--- config.mk ---
export PLATFORM = sky130hd
export DESIGN_NAME = screen_block_layout
export DESIGN_NICKNAME = d
export VERILOG_FILES = /design/src/design/screen_block_pkg.sv /design/src/design/start_addr_if.sv /design/src/design/start_addr_holder.sv /design/src/design/screen_block_layout.sv
export VERILOG_INCLUDE_DIRS = /design/src /design/src/design
export SDC_FILE = /design/constraint.sdc
export NUM_CORES = 1
export LEC_CHECK = 0
export BUFFER_PORTS_ARGS = -buffer_cell sky130_fd_sc_hd__buf_2
export CAP_MARGIN = 30
export CORE_AREA = 2 2 97 99
export DETAILED_ROUTE_END_ITERATION = 10
export DIE_AREA = 0 0 99 101
export PLACE_DENSITY = 0.79
export SYNTH_ARGS = -nofsm -noshare
export SYNTH_HDL_FRONTEND = slang
export SYNTH_HIERARCHICAL = 1
export SYNTH_SLANG_ARGS = --single-unit
--- constraint.sdc ---
create_clock -name clk_in -period 6.9 [get_ports clk_in]
set_input_delay 1.38 -clock clk_in [delete_from_list [all_inputs] [get_ports clk_in]]
set_output_delay 1.38 -clock clk_in [all_outputs]
set_load 0.005 [all_outputs]
--- src/design/screen_block_regs.svh ---
/*
 Register indices, field positions and reset values of the
 screen-block layout registers.
 Assumes byte addressing on a 32-bit Avalon-MM bus, one word per register.
*/
`ifndef SCREEN_BLOCK_REGS_SVH
`define SCREEN_BLOCK_REGS_SVH

// Register indices; the byte address is four times the index
`define IDX_BLOCK_TWO_LINE_COUNT 18'h08010
`define IDX_BLOCK_THREE_START_LOW 18'h08011
`define IDX_BLOCK_THREE_START_HIGH 18'h08012
`define IDX_BLOCK_FOUR_START_LOW 18'h08013
`define IDX_BLOCK_FOUR_START_HIGH 18'h08014

// Field layout of a start-address high register
`define UPDATE_ENABLE_BIT 7
`define START_HIGH_MSB 6

// Reset values
`define RESET_BYTE 8'h00
`define RESET_START 15'h0000
`define RESET_WORD 32'h00000000

`endif

--- src/design/screen_block_pkg.sv ---
/*
 Types shared by the screen-block register modules.
 Assumes nothing of its surroundings.
*/
package screen_block_pkg;
    typedef logic [7:0] line_count_type;
    typedef logic [14:0] start_addr_type;
    typedef enum logic {rd_idle, rd_answer} read_state_type;
endpackage

--- src/design/start_addr_if.sv ---
/*
 Carrier between the register file and one start-address holder.
 Assumes a single clock shared by both ends.
*/
`timescale 1ns/10ps
interface start_addr_if;
    import screen_block_pkg::*;
    logic wr_low;
    logic wr_high;
    logic [7:0] wdata;
    logic [7:0] low;
    logic [7:0] high;
    start_addr_type addr;
    logic pending;
    modport regfile (output wr_low, output wr_high, output wdata, input low, input high, input addr, input pending);
    modport holder (input wr_low, input wr_high, input wdata, output low, output high, output addr, output pending);
endinterface

--- src/design/start_addr_holder.sv ---
/*
 One screen-block start address: low and high byte registers and the address
 that the display function sees.
 Assumes write strobes are one-cycle pulses on clk_in and never both at once.
*/
`timescale 1ns/10ps
`include "screen_block_regs.svh"
module start_addr_holder
    import screen_block_pkg::*;
(
    input wire logic clk_in,
    input wire logic reset_n_in,
    input wire logic smooth_scroll_in,
    start_addr_if.holder port
);
    logic [7:0] low;
    logic [7:0] high;
    start_addr_type addr;
    logic pending;
    wire update_enable = port.wr_high ? port.wdata[`UPDATE_ENABLE_BIT] : high[`UPDATE_ENABLE_BIT];
    wire [`START_HIGH_MSB:0] next_high_part = port.wr_high ? port.wdata[`START_HIGH_MSB:0] : high[`START_HIGH_MSB:0];
    wire want_apply = port.wr_high || pending;
    // An indirect update waits for smooth scrolling rather than being lost
    wire allow_apply = !update_enable || smooth_scroll_in;
    wire do_apply = want_apply && allow_apply;
    wire next_pending = want_apply && !allow_apply;
    start_addr_type next_addr;
    assign next_addr = do_apply ? {next_high_part, low} : addr;

    always_ff @(posedge clk_in)
    begin
        if (!reset_n_in)
        begin
            low <= `RESET_BYTE;
            high <= `RESET_BYTE;
            addr <= `RESET_START;
            pending <= 1'b0;
        end
        else
        begin
            if (port.wr_low)
                low <= port.wdata;
            if (port.wr_high)
                high <= port.wdata;
            addr <= next_addr;
            pending <= next_pending;
        end
    end

    assign port.low = low;
    assign port.high = high;
    assign port.addr = addr;
    assign port.pending = pending;

    a_low_write_holds: assert property (@(posedge clk_in) disable iff (!reset_n_in)
        port.wr_low && !pending |=> $stable(addr))
        else $error("start address moved on a low-byte write");
    a_direct_apply: assert property (@(posedge clk_in) disable iff (!reset_n_in)
        port.wr_high && !port.wdata[`UPDATE_ENABLE_BIT] |=> addr == {high[`START_HIGH_MSB:0], low})
        else $error("direct high-byte write not applied");
    a_indirect_waits: assert property (@(posedge clk_in) disable iff (!reset_n_in)
        port.wr_high && port.wdata[`UPDATE_ENABLE_BIT] && !smooth_scroll_in |=> pending && $stable(addr))
        else $error("indirect update applied without smooth scroll");
    a_pending_release: assert property (@(posedge clk_in) disable iff (!reset_n_in)
        pending && smooth_scroll_in && !port.wr_high && !port.wr_low
        |=> !pending && addr == {high[`START_HIGH_MSB:0], low})
        else $error("pending update not released under smooth scroll");
endmodule // start_addr_holder

--- src/design/screen_block_layout.sv ---
/*
 Screen-block layout registers: block-two line count and the start addresses
 of blocks three and four, behind an Avalon-MM slave with waitrequest.
 Assumes block_one_lines_in and smooth_scroll_in come from logic on clk_in.
*/
// What this block does
// - Block-two field holds line count minus one
// - Block-three address is high[6:0] over low[7:0]
// - Block-four high: address bits 14-8, bit7 update-enable
// - Address changes only after high byte written
// - Block-two field sets block-two displayed lines
// - Block-three lines are min of blocks one, two
`timescale 1ns/10ps
`include "screen_block_regs.svh"
module screen_block_layout
    import screen_block_pkg::*;
(
    input wire logic clk_in,
    input wire logic reset_n_in,
    input wire logic [17:0] address_in,
    input wire logic read_in,
    input wire logic write_in,
    input wire logic [31:0] writedata_in,
    input wire logic [3:0] byteenable_in,
    output logic [31:0] readdata_out,
    output logic waitrequest_out,
    input wire logic [7:0] block_one_lines_in,
    input wire logic smooth_scroll_in,
    output logic [7:0] block_two_lines_out,
    output logic [8:0] block_two_line_total_out,
    output logic [7:0] block_three_lines_out,
    output logic [14:0] block_three_start_out,
    output logic [14:0] block_four_start_out,
    output logic block_three_pending_out,
    output logic block_four_pending_out
);
    line_count_type block_two_lines;
    line_count_type block_three_lines;
    read_state_type read_state;
    read_state_type next_read_state;
    logic [31:0] readdata;
    logic [31:0] next_readdata;

    start_addr_if block_three_start();
    start_addr_if block_four_start();

    // Decode of word index; low two address bits are ignored on a word bus
    wire [17:0] word_index = {2'b00, address_in[17:2]};
    wire hit_two = word_index == `IDX_BLOCK_TWO_LINE_COUNT;
    wire hit_three_low = word_index == `IDX_BLOCK_THREE_START_LOW;
    wire hit_three_high = word_index == `IDX_BLOCK_THREE_START_HIGH;
    wire hit_four_low = word_index == `IDX_BLOCK_FOUR_START_LOW;
    wire hit_four_high = word_index == `IDX_BLOCK_FOUR_START_HIGH;
    // Registers are a byte wide; only lane 0 carries them
    wire write_lane0 = write_in && !read_in && byteenable_in[0];
    wire [7:0] wbyte = writedata_in[7:0];

    assign block_three_start.wr_low = write_lane0 && hit_three_low;
    assign block_three_start.wr_high = write_lane0 && hit_three_high;
    assign block_three_start.wdata = wbyte;
    assign block_four_start.wr_low = write_lane0 && hit_four_low;
    assign block_four_start.wr_high = write_lane0 && hit_four_high;
    assign block_four_start.wdata = wbyte;

    start_addr_holder u_block_three
    (
        .clk_in(clk_in),
        .reset_n_in(reset_n_in),
        .smooth_scroll_in(smooth_scroll_in),
        .port(block_three_start.holder)
    );

    start_addr_holder u_block_four
    (
        .clk_in(clk_in),
        .reset_n_in(reset_n_in),
        .smooth_scroll_in(smooth_scroll_in),
        .port(block_four_start.holder)
    );

    // Both counts are stored minus one, so the smaller field gives the smaller block
    wire [7:0] next_block_three_lines = (block_one_lines_in < block_two_lines) ?
        block_one_lines_in : block_two_lines;

    // Read mux; unmapped words read as zero, writes to them are dropped
    wire [7:0] read_byte = hit_two ? block_two_lines :
        hit_three_low ? block_three_start.low :
        hit_three_high ? block_three_start.high :
        hit_four_low ? block_four_start.low :
        hit_four_high ? block_four_start.high : `RESET_BYTE;

    // Reads answer one cycle late so that read data come from a flip-flop
    always_comb
    begin
        next_read_state = rd_idle;
        next_readdata = readdata;
        case (read_state)
            rd_idle:
            begin
                if (read_in && !write_in)
                begin
                    next_read_state = rd_answer;
                    next_readdata = {24'h000000, read_byte};
                end
            end
            rd_answer:
                next_read_state = rd_idle;
            default:
                next_read_state = rd_idle;
        endcase
    end

    always_ff @(posedge clk_in)
    begin
        if (!reset_n_in)
        begin
            read_state <= rd_idle;
            readdata <= `RESET_WORD;
        end
        else
        begin
            read_state <= next_read_state;
            readdata <= next_readdata;
        end
    end

    always_ff @(posedge clk_in)
    begin
        if (!reset_n_in)
        begin
            block_two_lines <= `RESET_BYTE;
            block_three_lines <= `RESET_BYTE;
        end
        else
        begin
            if (write_lane0 && hit_two)
                block_two_lines <= wbyte;
            block_three_lines <= next_block_three_lines;
        end
    end

    // Writes never wait; a read waits exactly one cycle
    assign waitrequest_out = read_in && !write_in && (read_state == rd_idle);
    assign readdata_out = readdata;
    assign block_two_lines_out = block_two_lines;
    assign block_two_line_total_out = {1'b0, block_two_lines} + 9'h001;
    assign block_three_lines_out = block_three_lines;
    // The holders only ever move after a high-byte write, so a host that breaks
    // the low-then-high order sees a mixed address
    assign block_three_start_out = block_three_start.addr;
    assign block_four_start_out = block_four_start.addr;
    assign block_three_pending_out = block_three_start.pending;
    assign block_four_pending_out = block_four_start.pending;

    // Line counts
    a_two_lines_write: assert property (@(posedge clk_in) disable iff (!reset_n_in)
        write_lane0 && hit_two |=> block_two_lines_out == $past(wbyte))
        else $error("block-two line count not stored");
    a_lane_drop: assert property (@(posedge clk_in) disable iff (!reset_n_in)
        write_in && !read_in && !byteenable_in[0] && hit_two |=> $stable(block_two_lines_out))
        else $error("block-two line count changed without lane 0 enabled");
    a_two_lines_total: assert property (@(posedge clk_in) disable iff (!reset_n_in)
        block_two_line_total_out == {1'b0, block_two_lines_out} + 9'h001)
        else $error("block-two line total is not field plus one");
    a_three_lines_min: assert property (@(posedge clk_in) disable iff (!reset_n_in)
        ##1 block_three_lines_out == (($past(block_one_lines_in) < $past(block_two_lines_out)) ?
        $past(block_one_lines_in) : $past(block_two_lines_out)))
        else $error("block-three line count is not the smaller of blocks one and two");

    // Start addresses as the display function sees them
    a_three_start_join: assert property (@(posedge clk_in) disable iff (!reset_n_in)
        write_lane0 && hit_three_high && !wbyte[`UPDATE_ENABLE_BIT]
        |=> block_three_start_out == {$past(wbyte[6:0]), block_three_start.low})
        else $error("block-three start address not joined from high and low");
    a_four_start_join: assert property (@(posedge clk_in) disable iff (!reset_n_in)
        write_lane0 && hit_four_high && !wbyte[`UPDATE_ENABLE_BIT]
        |=> block_four_start_out == {$past(wbyte[6:0]), block_four_start.low})
        else $error("block-four start address not joined from high and low");
    a_three_low_only: assert property (@(posedge clk_in) disable iff (!reset_n_in)
        write_lane0 && hit_three_low && !block_three_pending_out |=> $stable(block_three_start_out))
        else $error("block-three address moved on a low-byte write");
    a_four_low_only: assert property (@(posedge clk_in) disable iff (!reset_n_in)
        write_lane0 && hit_four_low && !block_four_pending_out |=> $stable(block_four_start_out))
        else $error("block-four address moved on a low-byte write");
    a_four_indirect_waits: assert property (@(posedge clk_in) disable iff (!reset_n_in)
        write_lane0 && hit_four_high && wbyte[`UPDATE_ENABLE_BIT] && !smooth_scroll_in
        |=> block_four_pending_out && $stable(block_four_start_out))
        else $error("block-four indirect update applied without smooth scroll");
    a_four_scroll_release: assert property (@(posedge clk_in) disable iff (!reset_n_in)
        block_four_pending_out && smooth_scroll_in && !block_four_start.wr_low && !block_four_start.wr_high
        |=> !block_four_pending_out)
        else $error("block-four pending update not released under smooth scroll");
    a_three_scroll_direct: assert property (@(posedge clk_in) disable iff (!reset_n_in)
        block_three_start.wr_high && wbyte[`UPDATE_ENABLE_BIT] && smooth_scroll_in
        |=> !block_three_pending_out && block_three_start_out == {$past(wbyte[6:0]), block_three_start.low})
        else $error("block-three indirect update not applied during smooth scroll");

    // Register bus
    // A read answers from the flip-flop in the cycle after it is taken
    a_read_one_wait: assert property (@(posedge clk_in) disable iff (!reset_n_in)
        read_in && !write_in && read_state == rd_idle |-> waitrequest_out ##1 (!read_in || !waitrequest_out))
        else $error("read not answered after one wait cycle");
    a_write_no_wait: assert property (@(posedge clk_in) disable iff (!reset_n_in)
        write_in && !read_in |-> !waitrequest_out)
        else $error("write was stalled");
    a_idle_no_wait: assert property (@(posedge clk_in) disable iff (!reset_n_in)
        !read_in |-> !waitrequest_out)
        else $error("waitrequest raised with no read pending");
    a_read_data_match: assert property (@(posedge clk_in) disable iff (!reset_n_in)
        read_in && !write_in && hit_two && read_state == rd_idle && !$past(write_in)
        |=> readdata_out == {24'h000000, $past(block_two_lines_out)})
        else $error("block-two readback wrong");
    a_three_low_readback: assert property (@(posedge clk_in) disable iff (!reset_n_in)
        read_in && !write_in && hit_three_low && read_state == rd_idle
        |=> readdata_out == {24'h000000, $past(block_three_start.low)})
        else $error("block-three low byte readback wrong");
    a_four_high_readback: assert property (@(posedge clk_in) disable iff (!reset_n_in)
        read_in && !write_in && hit_four_high && read_state == rd_idle
        |=> readdata_out == {24'h000000, $past(block_four_start.high)})
        else $error("block-four high byte readback wrong");
endmodule // screen_block_layout

# ---- After elaboration in Yosys (flattened, before gate mapping)
# Index checks and enable logic that the tools add are counted.
dict set report totals {
  elab_cells 56
  reg_bits 89
  inputBits 67
  out_inout_bits 90
}
dict set report classes {
  muxes 12
  add_sub_neg 1
  bitwise_logic 1
  n_eq_ne 5
  order_cmp 1
  n_reduce_logical 24
}
# operator n
set op_table {}
lappend op_table {{16-bit equality test, second input constant} 5}
lappend op_table {{8-bit 2-to-1 mux} 6}
lappend op_table {{7-bit 2-to-1 mux} 2}
lappend op_table {{1-bit logical AND} 13}
lappend op_table {{8-bit by 1-bit adder with 9-bit output, second input constant} 1}
lappend op_table {{8-bit less-than comparator} 1}
lappend op_table {{1-bit zero test} 6}
lappend op_table {{1-bit logical OR} 4}
lappend op_table {{1-bit 2-to-1 mux} 3}
lappend op_table {{1-bit case mux with 2 select lines} 1}
lappend op_table {{2-bit AND reduction} 1}
lappend op_table {{1-bit inverter} 1}

# ---- Logic depth before layout (Yosys ltp)
# Gate-level depths: netlist of run 1.
dict set report logic_depth {
  ltp_word 9
  depth_mapped 9
  mapped_depth_nobuf 7
}

# ---- Hierarchy
# Netlist of run 1, hierarchy kept.
# mod area_per_inst_um2 cells_per_inst seq_area_each_um2 instances
set by_module_without_submodules {}
lappend by_module_without_submodules {start_addr_holder 1301.2 117 640.6 2}
lappend by_module_without_submodules {screen_block_layout 1800.5 209 500.5 1}

# ---- Least setup slack after synthesis of run 1
# No wires, ideal clock.
dict set report synth_timing {
  path_kind {in2reg}
  from {input address_in[7]}
  to {register u_block_three.addr[10], in the netlist u_block_three/port.addr[10]}
  path_buffers 2
  arrival_time_ps 3135
  setup_time_ps 121
  cell_stages 9
  setup_slack_ps 3644
  t_required_ps 6779
  cell_sequence {nor4b_4 nand4b_4 nor3_1 and3b_1 buf_6 inv_2 o22a_1 buf_6 mux2_4}
}
dict set report synth_via {
  elab_chain_cells 6
  elab_cells_between_ends 8
  classes_between {eq/ne (1); mux (2); reduce/logical (5)}
}
# element line_no
set synth_rtl {}
lappend synth_rtl {{start: declaration} screen_block_layout.sv:20} ;# input wire logic [17:0] address_in,
lappend synth_rtl {{16-bit equality test (no source line) *} -}
lappend synth_rtl {{1-bit logical AND *} screen_block_layout.sv:59} ;# assign block_three_start.wr_high = write_lane0 && hit_three_high;
lappend synth_rtl {{via block_three_start.wr_high} start_addr_if.sv:9} ;# logic wr_high;
lappend synth_rtl {{1-bit 2-to-1 mux} start_addr_holder.sv:20} ;# wire update_enable = port.wr_high ? port.wdata[`UPDATE_ENABLE_BIT] : high[`UPDATE_ENABLE_BIT];
lappend synth_rtl {{1-bit zero test} start_addr_holder.sv:24} ;# wire allow_apply = !update_enable || smooth_scroll_in;
lappend synth_rtl {{1-bit logical OR} start_addr_holder.sv:24}
lappend synth_rtl {{1-bit logical AND} start_addr_holder.sv:25} ;# wire do_apply = want_apply && allow_apply;
lappend synth_rtl {{end signal: assignment} start_addr_holder.sv:36} ;# addr <= `RESET_START;
lappend synth_rtl {{end signal: assignment} start_addr_holder.sv:45} ;# addr <= next_addr;
lappend synth_rtl {{end: declaration} start_addr_holder.sv:18} ;# start_addr_type addr;
# Mark *: on every way through the listed nets, which the timed path passes. The rest lies on a longest branch.
# A chain may end at the register's enable or synchronous reset.

# ---- Final worst setup path of run 1
dict set report layout_timing {
  from {input address_in[11]}
  to {register u_block_three.addr[11], in the netlist u_block_three/port.addr[11]}
}
# The elaborated chain is that of the path after synthesis.

==> impl_metrics.py, run 1 <==
metrics = {
    "run_status": {
        "status": "completed",
    },
    "synthesis": {
        "async_flop_share_pct": 0,
        "post_synth_num_cell_types": 40,
        "synthXorXnorAreaFrac_pct": 1.19,
        "synth-simple-area-share_pct": 20.9,
        "synthAdderAreaFrac_pct": 2.27,
        "synth_warnings": 6,
        "syn_area_um2": 4400,
        "synth_top_family_by_area": "multiplexers",
        "synth-edff-count": 0,
        "synth_flop_cell": "dfxtp_1",
        "synth-seq-cells": 89,
        "synth-compound-area-share_pct": 6.11,
        "muxShareOfSynthArea_pct": 21.1,
        "yosysSeqAreaShare_pct": 40.5,
        "synthCells": 443,
        "syn_avg_cell_area_um2": 9.94,
    },
    "hold_path": {
        "worstHoldPathType": "reg -> reg",
    },
    "floorplanning": {
        "dieWidth_um": 99,
        "die_h_um": 101,
        "boundaryPins": 157,
        "core_area_um2": 8980,
        "dieArea_um2": 10000,
        "row_count": 35,
        "start_util_pct": 49.0,
    },
    "clocking": {
        "cts_sinks": 89,
        "postCtsHoldBufs": 0,
        "cts_buffers": 9,
        "worstSkewPairLatency_ns": 0.37,
        "cts_root_buf": "clkbuf_8",
        "cts.path.max_buffers": 2,
        "clk_pin_slew_ns": 0.09,
        "cts_resized": 0,
        "htreeDepth": 3,
        "cts_tree": "yes",
        "cts_setup_buffers": 0,
    },
    "setup_path": {
        "cp_max_fo": 11,
        "critPathCapture": "u_block_three/port.addr[11]$_SDFFE_PN0P_",
        "worst_setup_path_end_kind": "flip-flop",
        "r2r-end": "block_three_lines_out[7]$_SDFF_PN0_",
        "worstPathRequired_ns": 7.15,
        "setup.worst_path.class": "in -> reg",
        "reg2regPathDepth": 7,
        "reg2reg_from": "block_two_lines_out[2]$_SDFFE_PN0P_",
        "r2r_slack_ns": 4.55,
        "crit_arrival_ns": 4.03,
        "critPathLaunchType": "input pin",
        "critPathLaunch": "address_in[11]",
    },
    "route": {
        "drtPass1Iterations": 4,
        "routed_wl_mm": 9.82,
        "viasPerCell": 5.04,
        "drtIter0Drc": 148,
        "ant_nets": 0,
        "num_vias": 3291,
        "drc": 0,
        "wl_per_cell_um": 15.0,
    },
    "global_routing": {
        "antenna_found_initial": 1,
        "grt_usage_pct": 20.3,
        "gr-total-overflow": 0,
        "grt_max_degree": 106,
        "grt_pass1_vias": 3231,
        "grt_pass1_wl_mm": 15.8,
    },
    "flow_run": {
        "max-cap-violations": 0,
    },
    "sta": {
        "setup_viol": 0,
        "holdWs_ns": 0.458,
        "fmax_mhz": 265,
        "rsz0062_at_grt": "no",
        "post-route-period-util_pct": 54.8,
        "period_needed_ns": 3.78,
        "tns_ns": 0,
        "finalMaxSlewViolations": 0,
        "hold_viol_final": 0,
        "slew_headroom_pct": 42.1,
        "worst_slack_ns": 3.12,
        "tightest_slew_ns": 0.865,
        "finalClockSkew_ns": 0.00893,
    },
    "place": {
        "portBuffers": 103,
        "detailedPlace.worstSlack_ns": 2.78,
        "gp_congestion": 0.836,
        "place_inst": 636,
        "dp_hpwl_mm": 7.27,
    },
    "pwr": {
        "p_per_area_nw_per_um2": 197,
        "p_leak_nw": 2.08,
        "irDropWorstVdd_v": 0.000137,
    },
    "final_layout": {
        "stdcell_count": 653,
        "final_layout_size_suffix_gt1_share_pct": 27.7,
        "area_growth_syn_to_layout_pct": 15.8,
        "num-nets-final": 611,
    },
}
-- sequential cells by signal, summed over array words and instances (netlist names) --
register and cells:
u_block_three/port.addr 15, u_block_four/port.pending 1, block_two_lines_out 8, u_block_three/port.pending 1, u_block_three/port.high 8, u_block_three/port.low 8, readdata_out 8, u_block_four/port.high 8
u_block_four/port.low 8, block_three_lines_out 8, read_state 1, u_block_four/port.addr 15
-- worst max-delay path, cell delays in order --
cell and delay (ns):
buf_2 0.09, nor3_1 0.27, nand4b_1 0.31, nor3_1 0.33, and3b_1 0.59, nand2b_1 0.26
o22a_1 0.45, mux2_4 0.34
-- cell usage in the layout, fill, tap and decap left out, types with 2 or more instances in the layout --
master and instances:
nor3b_1 2, dfxtp_1 89, nand2_1 71, mux2_4 14, clkbuf_8 10, nor2b_2 4, nor3_1 4, nor4_1 2
conb_1 24, buf_2 103, o21ai_0 9, ha_1 8, bufinv_16 3, o22ai_4 2, nor4_4 2, o22a_1 2
buf_4 2, a22oi_1 8, mux2i_1 72, xnor2_1 5, and2_1 15, nor4b_4 2, inv_1 8, nand2b_1 3
nor2_1 6, o211ai_1 8, nand3_1 4, a21o_1 3, nor2b_1 41, inv_2 2
-- how the worst min path moves through the flow --
stage	from	to	slack, ns	cells after the start
final	u_block_four/port.addr[7]$_SDFFE_PN0P_	u_block_four/port.addr[7]$_SDFFE_PN0P_	0.46	2
after global routing	u_block_three/port.addr[1]$_SDFFE_PN0P_	u_block_three/port.addr[1]$_SDFFE_PN0P_	0.47	2
after CTS	u_block_four/port.addr[5]$_SDFFE_PN0P_	u_block_four/port.addr[5]$_SDFFE_PN0P_	0.46	2
after detailed placement	u_block_three/port.addr[1]$_SDFFE_PN0P_	u_block_three/port.addr[1]$_SDFFE_PN0P_	0.44	2
after global placement	u_block_three/port.addr[5]$_SDFFE_PN0P_	u_block_three/port.addr[5]$_SDFFE_PN0P_	0.44	2
after floorplan	u_block_three/port.low[0]$_SDFFE_PN0P_	u_block_three/port.addr[0]$_SDFFE_PN0P_	0.45	2
-- metrics by stage --
stage	area, µm²	util (%)	total power [mW]
final	5100	56.8	1.00
after global routing	5100	56.8	1.04
after CTS	5100	56.8	1.01
after detailed placement	4850	54.0	0.584
after global placement	4850	54.0	0.582
after floorplan	4490	-	0.568
-- cells in the mapped netlist, types with 2 or more instances --
cell type	n	area [µm²]
o22a_1	2	17.5
buf_4	24	180
buf_6	5	56.3
mux2_4	14	210
buf_2	5	25.0
nor3b_1	2	15.0
o22ai_4	2	40.0
and2_1	15	93.8
nor2b_2	4	35.0
mux2i_1	72	721
ha_1	8	100
o211ai_1	8	60.1
a22oi_1	8	60.1
nor3_1	4	20.0
nand2b_1	3	18.8
nor4_1	2	12.5
inv_2	2	7.51
o21ai_0	9	45.0
nor2_1	6	22.5
xnor2_1	5	43.8
nor4_4	2	42.5
nor4b_4	2	47.6
nand3_1	4	20.0
inv_1	8	30.0
a21o_1	3	22.5
dfxtp_1	89	1780
nand2_1	71	267
nor2b_1	41	257
clkbuf_1	12	45.0
-- logic make-up after synthesis --
kind of cell | Yosys count
simple gates | 162
flops | 89
mux | 86
buf+inv | 56
compound gates | 35
fa+ha+maj | 8
xor+xnor | 6
other cells | 1
-- layout make-up --
cell class | instances | area [µm²]
Multi-Input combinational cell | 321 | 2360
Antenna cell | 1 | 2.50
Clock inverter | 5 | 103
Inverter | 10 | 37.5
Clock buffer | 11 | 141
Fill cell | 780 | 3880
Sequential cell | 89 | 1780
Tap cell | 111 | 139
Timing Repair Buffer | 105 | 531
-- where the power goes --
part | switching (mW) | internal [mW]
clock network | 0.181 | 0.250
logic | 0.0344 | 0.0219
registers | 0.000407 | 0.515
-- layer usage --
metal  share of wire [%]  global-route usage, %
met5                   0                      0
met4                 4.3                   12.5
met3                 5.6                   4.99
met2                  45                   31.8
met1                  45                   25.2
Note: power is estimated with default switching activity, not from simulation.
==> inputs of run 2 (changes only) <==
Settings changed: CORE_AREA 2 2 97 99 to 2 2 102 104, DIE_AREA 0 0 99 101 to 0 0 104 106, PLACE_DENSITY 0.79 to 0.76.
Clock period 6.9 ns to 3.38 ns, I/O delays scaled along.
==> run 2 against run 1 <==
Net effect: sequential cell count did not move; wire length rose by 3.6%; worst setup slack got worse by 2.4 ns; die area rose by 10%; clock-buffer cell count fell by 2; critical path type is now reg -> out; critical endpoint is now block_two_line_total_out[7].
==> impl_metrics.py, run 2 (synthesis results as in run 1) <==
metrics = {
    "run_status": {
        "status": "completed",
    },
    "sta": {
        "post-route-period-util_pct": 78.9,
        "hold_viol_final": 0,
        "setup_viol": 0,
        "tightest_slew_ns": 0.696,
        "fmax_mhz": 375,
        "rsz0062_at_grt": "no",
        "slew_headroom_pct": 53.4,
        "finalClockSkew_ns": 0.0127,
        "tns_ns": 0,
        "finalMaxSlewViolations": 0,
        "period_needed_ns": 2.67,
    },
    "final_layout": {
        "area_growth_syn_to_layout_pct": 15.6,
        "multi_input_area_um2": 2360,
        "diodes": 0,
        "final_layout_size_suffix_gt1_share_pct": 28.0,
        "final_common_cell": "buf_2",
        "largest_registers": "u_block_four/port.addr x15, u_block_three/port.addr x15",
        "utilization_pct": 50.9,
        "regArea_um2": 1780,
        "final_cell_mix": "buf_2 (103), dfxtp_1 (89), mux2i_1 (72)",
        "nFillCells": 898,
        "num-nets-final": 613,
    },
    "setup_path": {
        "worstPathRequired_ns": 2.70,
        "reg2reg_from": "block_two_lines_out[2]$_SDFFE_PN0P_",
        "setup.worst_path.class": "reg -> out",
        "worst_setup_path_end_kind": "output pin",
        "crit_arrival_ns": 1.99,
        "critPathLaunch": "block_two_lines_out[2]$_SDFFE_PN0P_",
        "cp_max_fo": 7,
        "critPathLaunchType": "flip-flop",
    },
    "route": {
        "num_vias": 3265,
        "routed_wl_mm": 10.2,
        "drtPass1Iterations": 4,
        "drc": 0,
        "wl_per_cell_um": 15.0,
        "viasPerCell": 4.82,
        "ant_nets": 0,
        "drtIter0Drc": 128,
    },
    "clocking": {
        "cts.path.max_buffers": 2,
        "cts_buffers": 9,
        "clk_pin_slew_ns": 0.09,
        "cts_sinks": 89,
        "worstSkewPairLatency_ns": 0.36,
        "cts_root_buf": "clkbuf_8",
        "cts_tree": "yes",
        "cts_setup_buffers": 0,
        "htreeDepth": 3,
        "cts_resized": 0,
        "postCtsHoldBufs": 0,
    },
    "flow_run": {
        "max-cap-violations": 0,
    },
    "floorplanning": {
        "boundaryPins": 157,
        "dieArea_um2": 11000,
        "core_area_um2": 10000,
        "dieWidth_um": 104,
        "start_util_pct": 44.0,
        "row_count": 37,
        "die_h_um": 106,
    },
    "global_routing": {
        "grt_usage_pct": 18.6,
        "grt_pass1_vias": 3159,
        "gr-total-overflow": 0,
        "grt_pass1_wl_mm": 16.1,
        "antenna_found_initial": 1,
        "grt_max_degree": 76,
    },
    "place": {
        "portBuffers": 103,
        "dp_hpwl_mm": 7.55,
        "gp_congestion": 0.934,
    },
    "pwr": {
        "irDropWorstVdd_v": 0.000146,
        "p_leak_nw": 2.06,
        "p_total_mw": 1.90,
        "p_per_area_nw_per_um2": 373,
    },
    "hold_path": {
        "worstHoldPathType": "reg -> reg",
        "hold_start": "u_block_four/port.addr[3]$_SDFFE_PN0P_",
    },
}
[run 2: layer usage]
| metal | vias to the layer above | global-route usage [%] | share of wire (%) |
|---|---|---|---|
| met4 | 2 | 7.63 | 2.7 |
| met3 | 19 | 6.01 | 6.9 |
| li1 | 1638 | - | - |
| met1 | 1496 | 23.9 | 46 |
| met2 | 110 | 29.0 | 45 |
| met5 | - | 0 | 0.13 |
[run 2: layout make-up]
| cell class | instances | area share, % |
|---|---|---|
| timing repair buffer | 107 | 10.7 |
| tap | 136 | 3.34 |
| sequential | 89 | 35.0 |
| clock buffer | 9 | 2.43 |
| multi-input combinational | 321 | 46.4 |
| inverter | 10 | 0.737 |
| clock inverter | 6 | 1.33 |
[run 2: worst max-delay path, cell delays in order, from the launching register on]
cell and delay, ns:
dfxtp_1 0.48, inv_1 0.15, nor4_1 0.42, nand2_1 0.13
nor2_1 0.16, xnor2_1 0.15, buf_2 0.14
[run 2: through the flow]
step | hold WS [ns] | cell area [µm²] | worst slack [ns] | cells
floorplan | 0.450 | 4490 | 0.828 | 466
global placement | 0.443 | 4900 | 0.395 | 663
detailed placement | 0.448 | 4900 | 0.357 | 663
CTS | 0.462 | 5090 | 0.698 | 678
global route | 0.495 | 5090 | 0.536 | 678
finish | 0.458 | 5090 | 0.714 | 678
[run 2: path summary, 6_finish.rpt]
kind | endpoint | slack, ns | cells after the start
max | block_two_line_total_out[7] | 0.71 | 6
min | u_block_four/port.addr[3]$_SDFFE_PN0P_ | 0.46 | 2
max reg2reg | block_three_lines_out[3]$_SDFF_PN0_ | 1.08 | 7
min reg2reg | u_block_four/port.addr[3]$_SDFFE_PN0P_ | 0.46 | 2
[run 2: power by group]
group	leakage (nW)	switching (mW)	internal [mW]	total, mW
combinational	1.25	0.0712	0.0445	0.116
clock	0.0921	0.391	0.342	0.732
sequential	0.717	0.000809	1.05	1.05
total	2.06	0.463	1.44	1.90
==> inputs of run 3 (changes only) <==
Settings changed: CORE_AREA 2 2 102 104 to 2 2 97 99, DIE_AREA 0 0 104 106 to 0 0 99 101, PLACE_DENSITY 0.76 to 0.79.
Clock period 3.38 ns to 2.7 ns, I/O delays scaled along.
==> run 3 against run 2 <==
Net effect: clock-buffer cell count up 2; worst setup slack worse by 0.46 ns; clock power increased by 12%; wire length is 1.5% lower; register-to-register slack got worse by 0.75 ns; global-route usage is 2.0 points higher; largest cell class unchanged; final cell count shrank 1.9%; via count rose by 1.3%; final area grew 1.1%; clock skew decreased by 0.00091 ns; first-iteration DRC count grew 27%; sequential cell count unchanged.
==> impl_metrics.py, run 3 (synthesis results as in run 1) <==
metrics = {
    "clocking": {
        "cts_setup_buffers": 0,
        "worstSkewPairLatency_ns": 0.36,
        "cts_buffers": 9,
        "postCtsHoldBufs": 0,
        "cts_resized": 0,
        "clk_pin_slew_ns": 0.09,
        "cts_tree": "yes",
        "htreeDepth": 3,
        "cts_root_buf": "clkbuf_8",
        "cts.path.max_buffers": 2,
        "cts_sinks": 89,
    },
    "sta": {
        "period_needed_ns": 2.44,
        "tns_ns": 0,
        "tightest_slew_ns": 0.634,
        "slew_headroom_pct": 57.6,
        "finalClockSkew_ns": 0.0118,
        "setup_viol": 0,
        "fmax_mhz": 409,
        "post-route-period-util_pct": 90.6,
        "worst_slack_ns": 0.255,
        "rsz0062_at_grt": "no",
        "hold_viol_final": 0,
        "finalMaxSlewViolations": 0,
    },
    "pwr": {
        "p_seq_share_pct": 57.5,
        "clkPwrFrac_pct": 35.9,
        "power.switching_mw": 0.572,
        "irDropWorstVdd_v": 0.000228,
        "p_per_area_nw_per_um2": 445,
        "combinationalPowerShare_pct": 6.6,
        "power.internal_mw": 1.72,
        "switching_share_pct": 25.0,
        "p_leak_nw": 2.11,
    },
    "route": {
        "drc": 0,
        "routed_wl_mm": 10.0,
        "drtIter0Drc": 162,
        "ant_nets": 0,
        "wl_per_cell_um": 15.1,
        "num_vias": 3309,
        "drtPass1Iterations": 4,
        "viasPerCell": 4.98,
    },
    "flow_run": {
        "max-cap-violations": 0,
    },
    "hold_path": {
        "worstHoldPathType": "in -> reg",
        "hold_end": "block_three_lines_out[0]$_SDFF_PN0_",
        "hold_depth": 3,
        "hold_start": "block_one_lines_in[0]",
    },
    "setup_path": {
        "worst_setup_path_end_kind": "output pin",
        "reg2regPathDepth": 7,
        "r2r_slack_ns": 0.33,
        "worstPathRequired_ns": 2.16,
        "reg2reg_from": "block_two_lines_out[2]$_SDFFE_PN0P_",
        "r2r-end": "block_three_lines_out[3]$_SDFF_PN0_",
        "cp_max_fo": 7,
        "setup.worst_path.class": "reg -> out",
        "crit_arrival_ns": 1.90,
        "critPathLaunchType": "flip-flop",
    },
    "floorplanning": {
        "dieWidth_um": 99,
        "boundaryPins": 157,
        "core_area_um2": 8980,
        "dieArea_um2": 10000,
        "start_util_pct": 49.0,
        "die_h_um": 101,
        "row_count": 35,
    },
    "final_layout": {
        "multi_input_area_um2": 2360,
        "final_common_cell": "buf_2",
        "diodes": 0,
        "area_growth_syn_to_layout_pct": 16.9,
        "final_area_um2": 5150,
        "final_cell_mix": "buf_2 (103), dfxtp_1 (89), mux2i_1 (72)",
        "stdcell_count": 665,
        "regArea_um2": 1780,
        "nFillCells": 798,
        "num-nets-final": 624,
        "largest_registers": "u_block_four/port.addr x15, u_block_three/port.addr x15",
        "final_layout_size_suffix_gt1_share_pct": 29.2,
    },
    "place": {
        "portBuffers": 103,
        "dp_hpwl_mm": 7.57,
        "gp_congestion": 0.849,
        "place_inst": 649,
        "placed_area_um2": 4970,
        "detailedPlace.worstSlack_ns": 0.0549,
    },
    "run_status": {
        "status": "completed",
    },
    "global_routing": {
        "grt_usage_pct": 20.6,
        "grt_pass1_wl_mm": 16.1,
        "antenna_found_initial": 0,
        "grt_pass1_vias": 3189,
        "gr-total-overflow": 0,
        "grt_max_degree": 60,
    },
}
==> run 3: cell types whose count changed in the layout (fill, tap and decap cells not counted) <==
cell       change
buf_12         +2
buf_4          +9
bufinv_16      -1
clkbuf_1       +2
clkinv_2       -1
clkinv_4       +2
inv_6          -1
==> run 3: layout make-up <==
type / instances / share of cell area [%]
flip-flops and latches: 89 / 34.6
inverters: 10 / 0.729
clock buffers: 11 / 2.55
clock inverters: 5 / 0.802
multi-input cells: 321 / 45.9
well taps: 111 / 2.70
repair buffers: 118 / 12.7
==> run 3: worst max-delay path, cell delays in order, from the launching register on <==
cell and delay [ns]:
dfxtp_1 0.48, inv_1 0.17, nor4_1 0.37, nand2_1 0.13, nor2_1 0.15, xnor2_1 0.13
buf_2 0.13
==> run 3: metal layers <==
layer	vias up	GRT usage, %	wire, µm
met4	0	8.85	255
met2	107	33.4	4720
met5	-	0	0
met1	1533	26.6	4460
met3	18	4.44	593
li1	1651	-	-
==> run 3: per-stage QoR <==
stage	utilization, %	hold slack [ns]	total power [mW]
final	57.3	0.430	2.29
after global routing	57.3	0.430	2.39
after CTS	57.3	0.423	2.30
after detailed placement	55.4	0.443	1.50
after global placement	55.4	0.443	1.49
after floorplan	-	0.450	1.45
==> run 3: how the worst max path moves through the flow <==
| stage | start | end | slack [ns] |
|---|---|---|---|
| finish | block_two_lines_out[2]$_SDFFE_PN0P_ | block_two_line_total_out[7] | 0.26 |
| global route | block_two_lines_out[2]$_SDFFE_PN0P_ | block_two_line_total_out[7] | 0.12 |
| CTS | block_two_lines_out[2]$_SDFFE_PN0P_ | block_two_line_total_out[7] | 0.23 |
| detailed placement | address_in[11] | u_block_four/port.addr[8]$_SDFFE_PN0P_ | 0.05 |
| global placement | address_in[11] | u_block_four/port.addr[13]$_SDFFE_PN0P_ | 0.08 |
| floorplan | address_in[7] | u_block_three/port.addr[10]$_SDFFE_PN0P_ | 0.28 |
==> run 3: power groups by stage <==
stage,Sequential [mW],Combinational [mW],Clock [mW]
finish,1.32,0.150,0.823
global route,1.32,0.167,0.905
CTS,1.32,0.150,0.831
detailed placement,1.35,0.150,0
global placement,1.35,0.145,0
floorplan,1.35,0.103,0
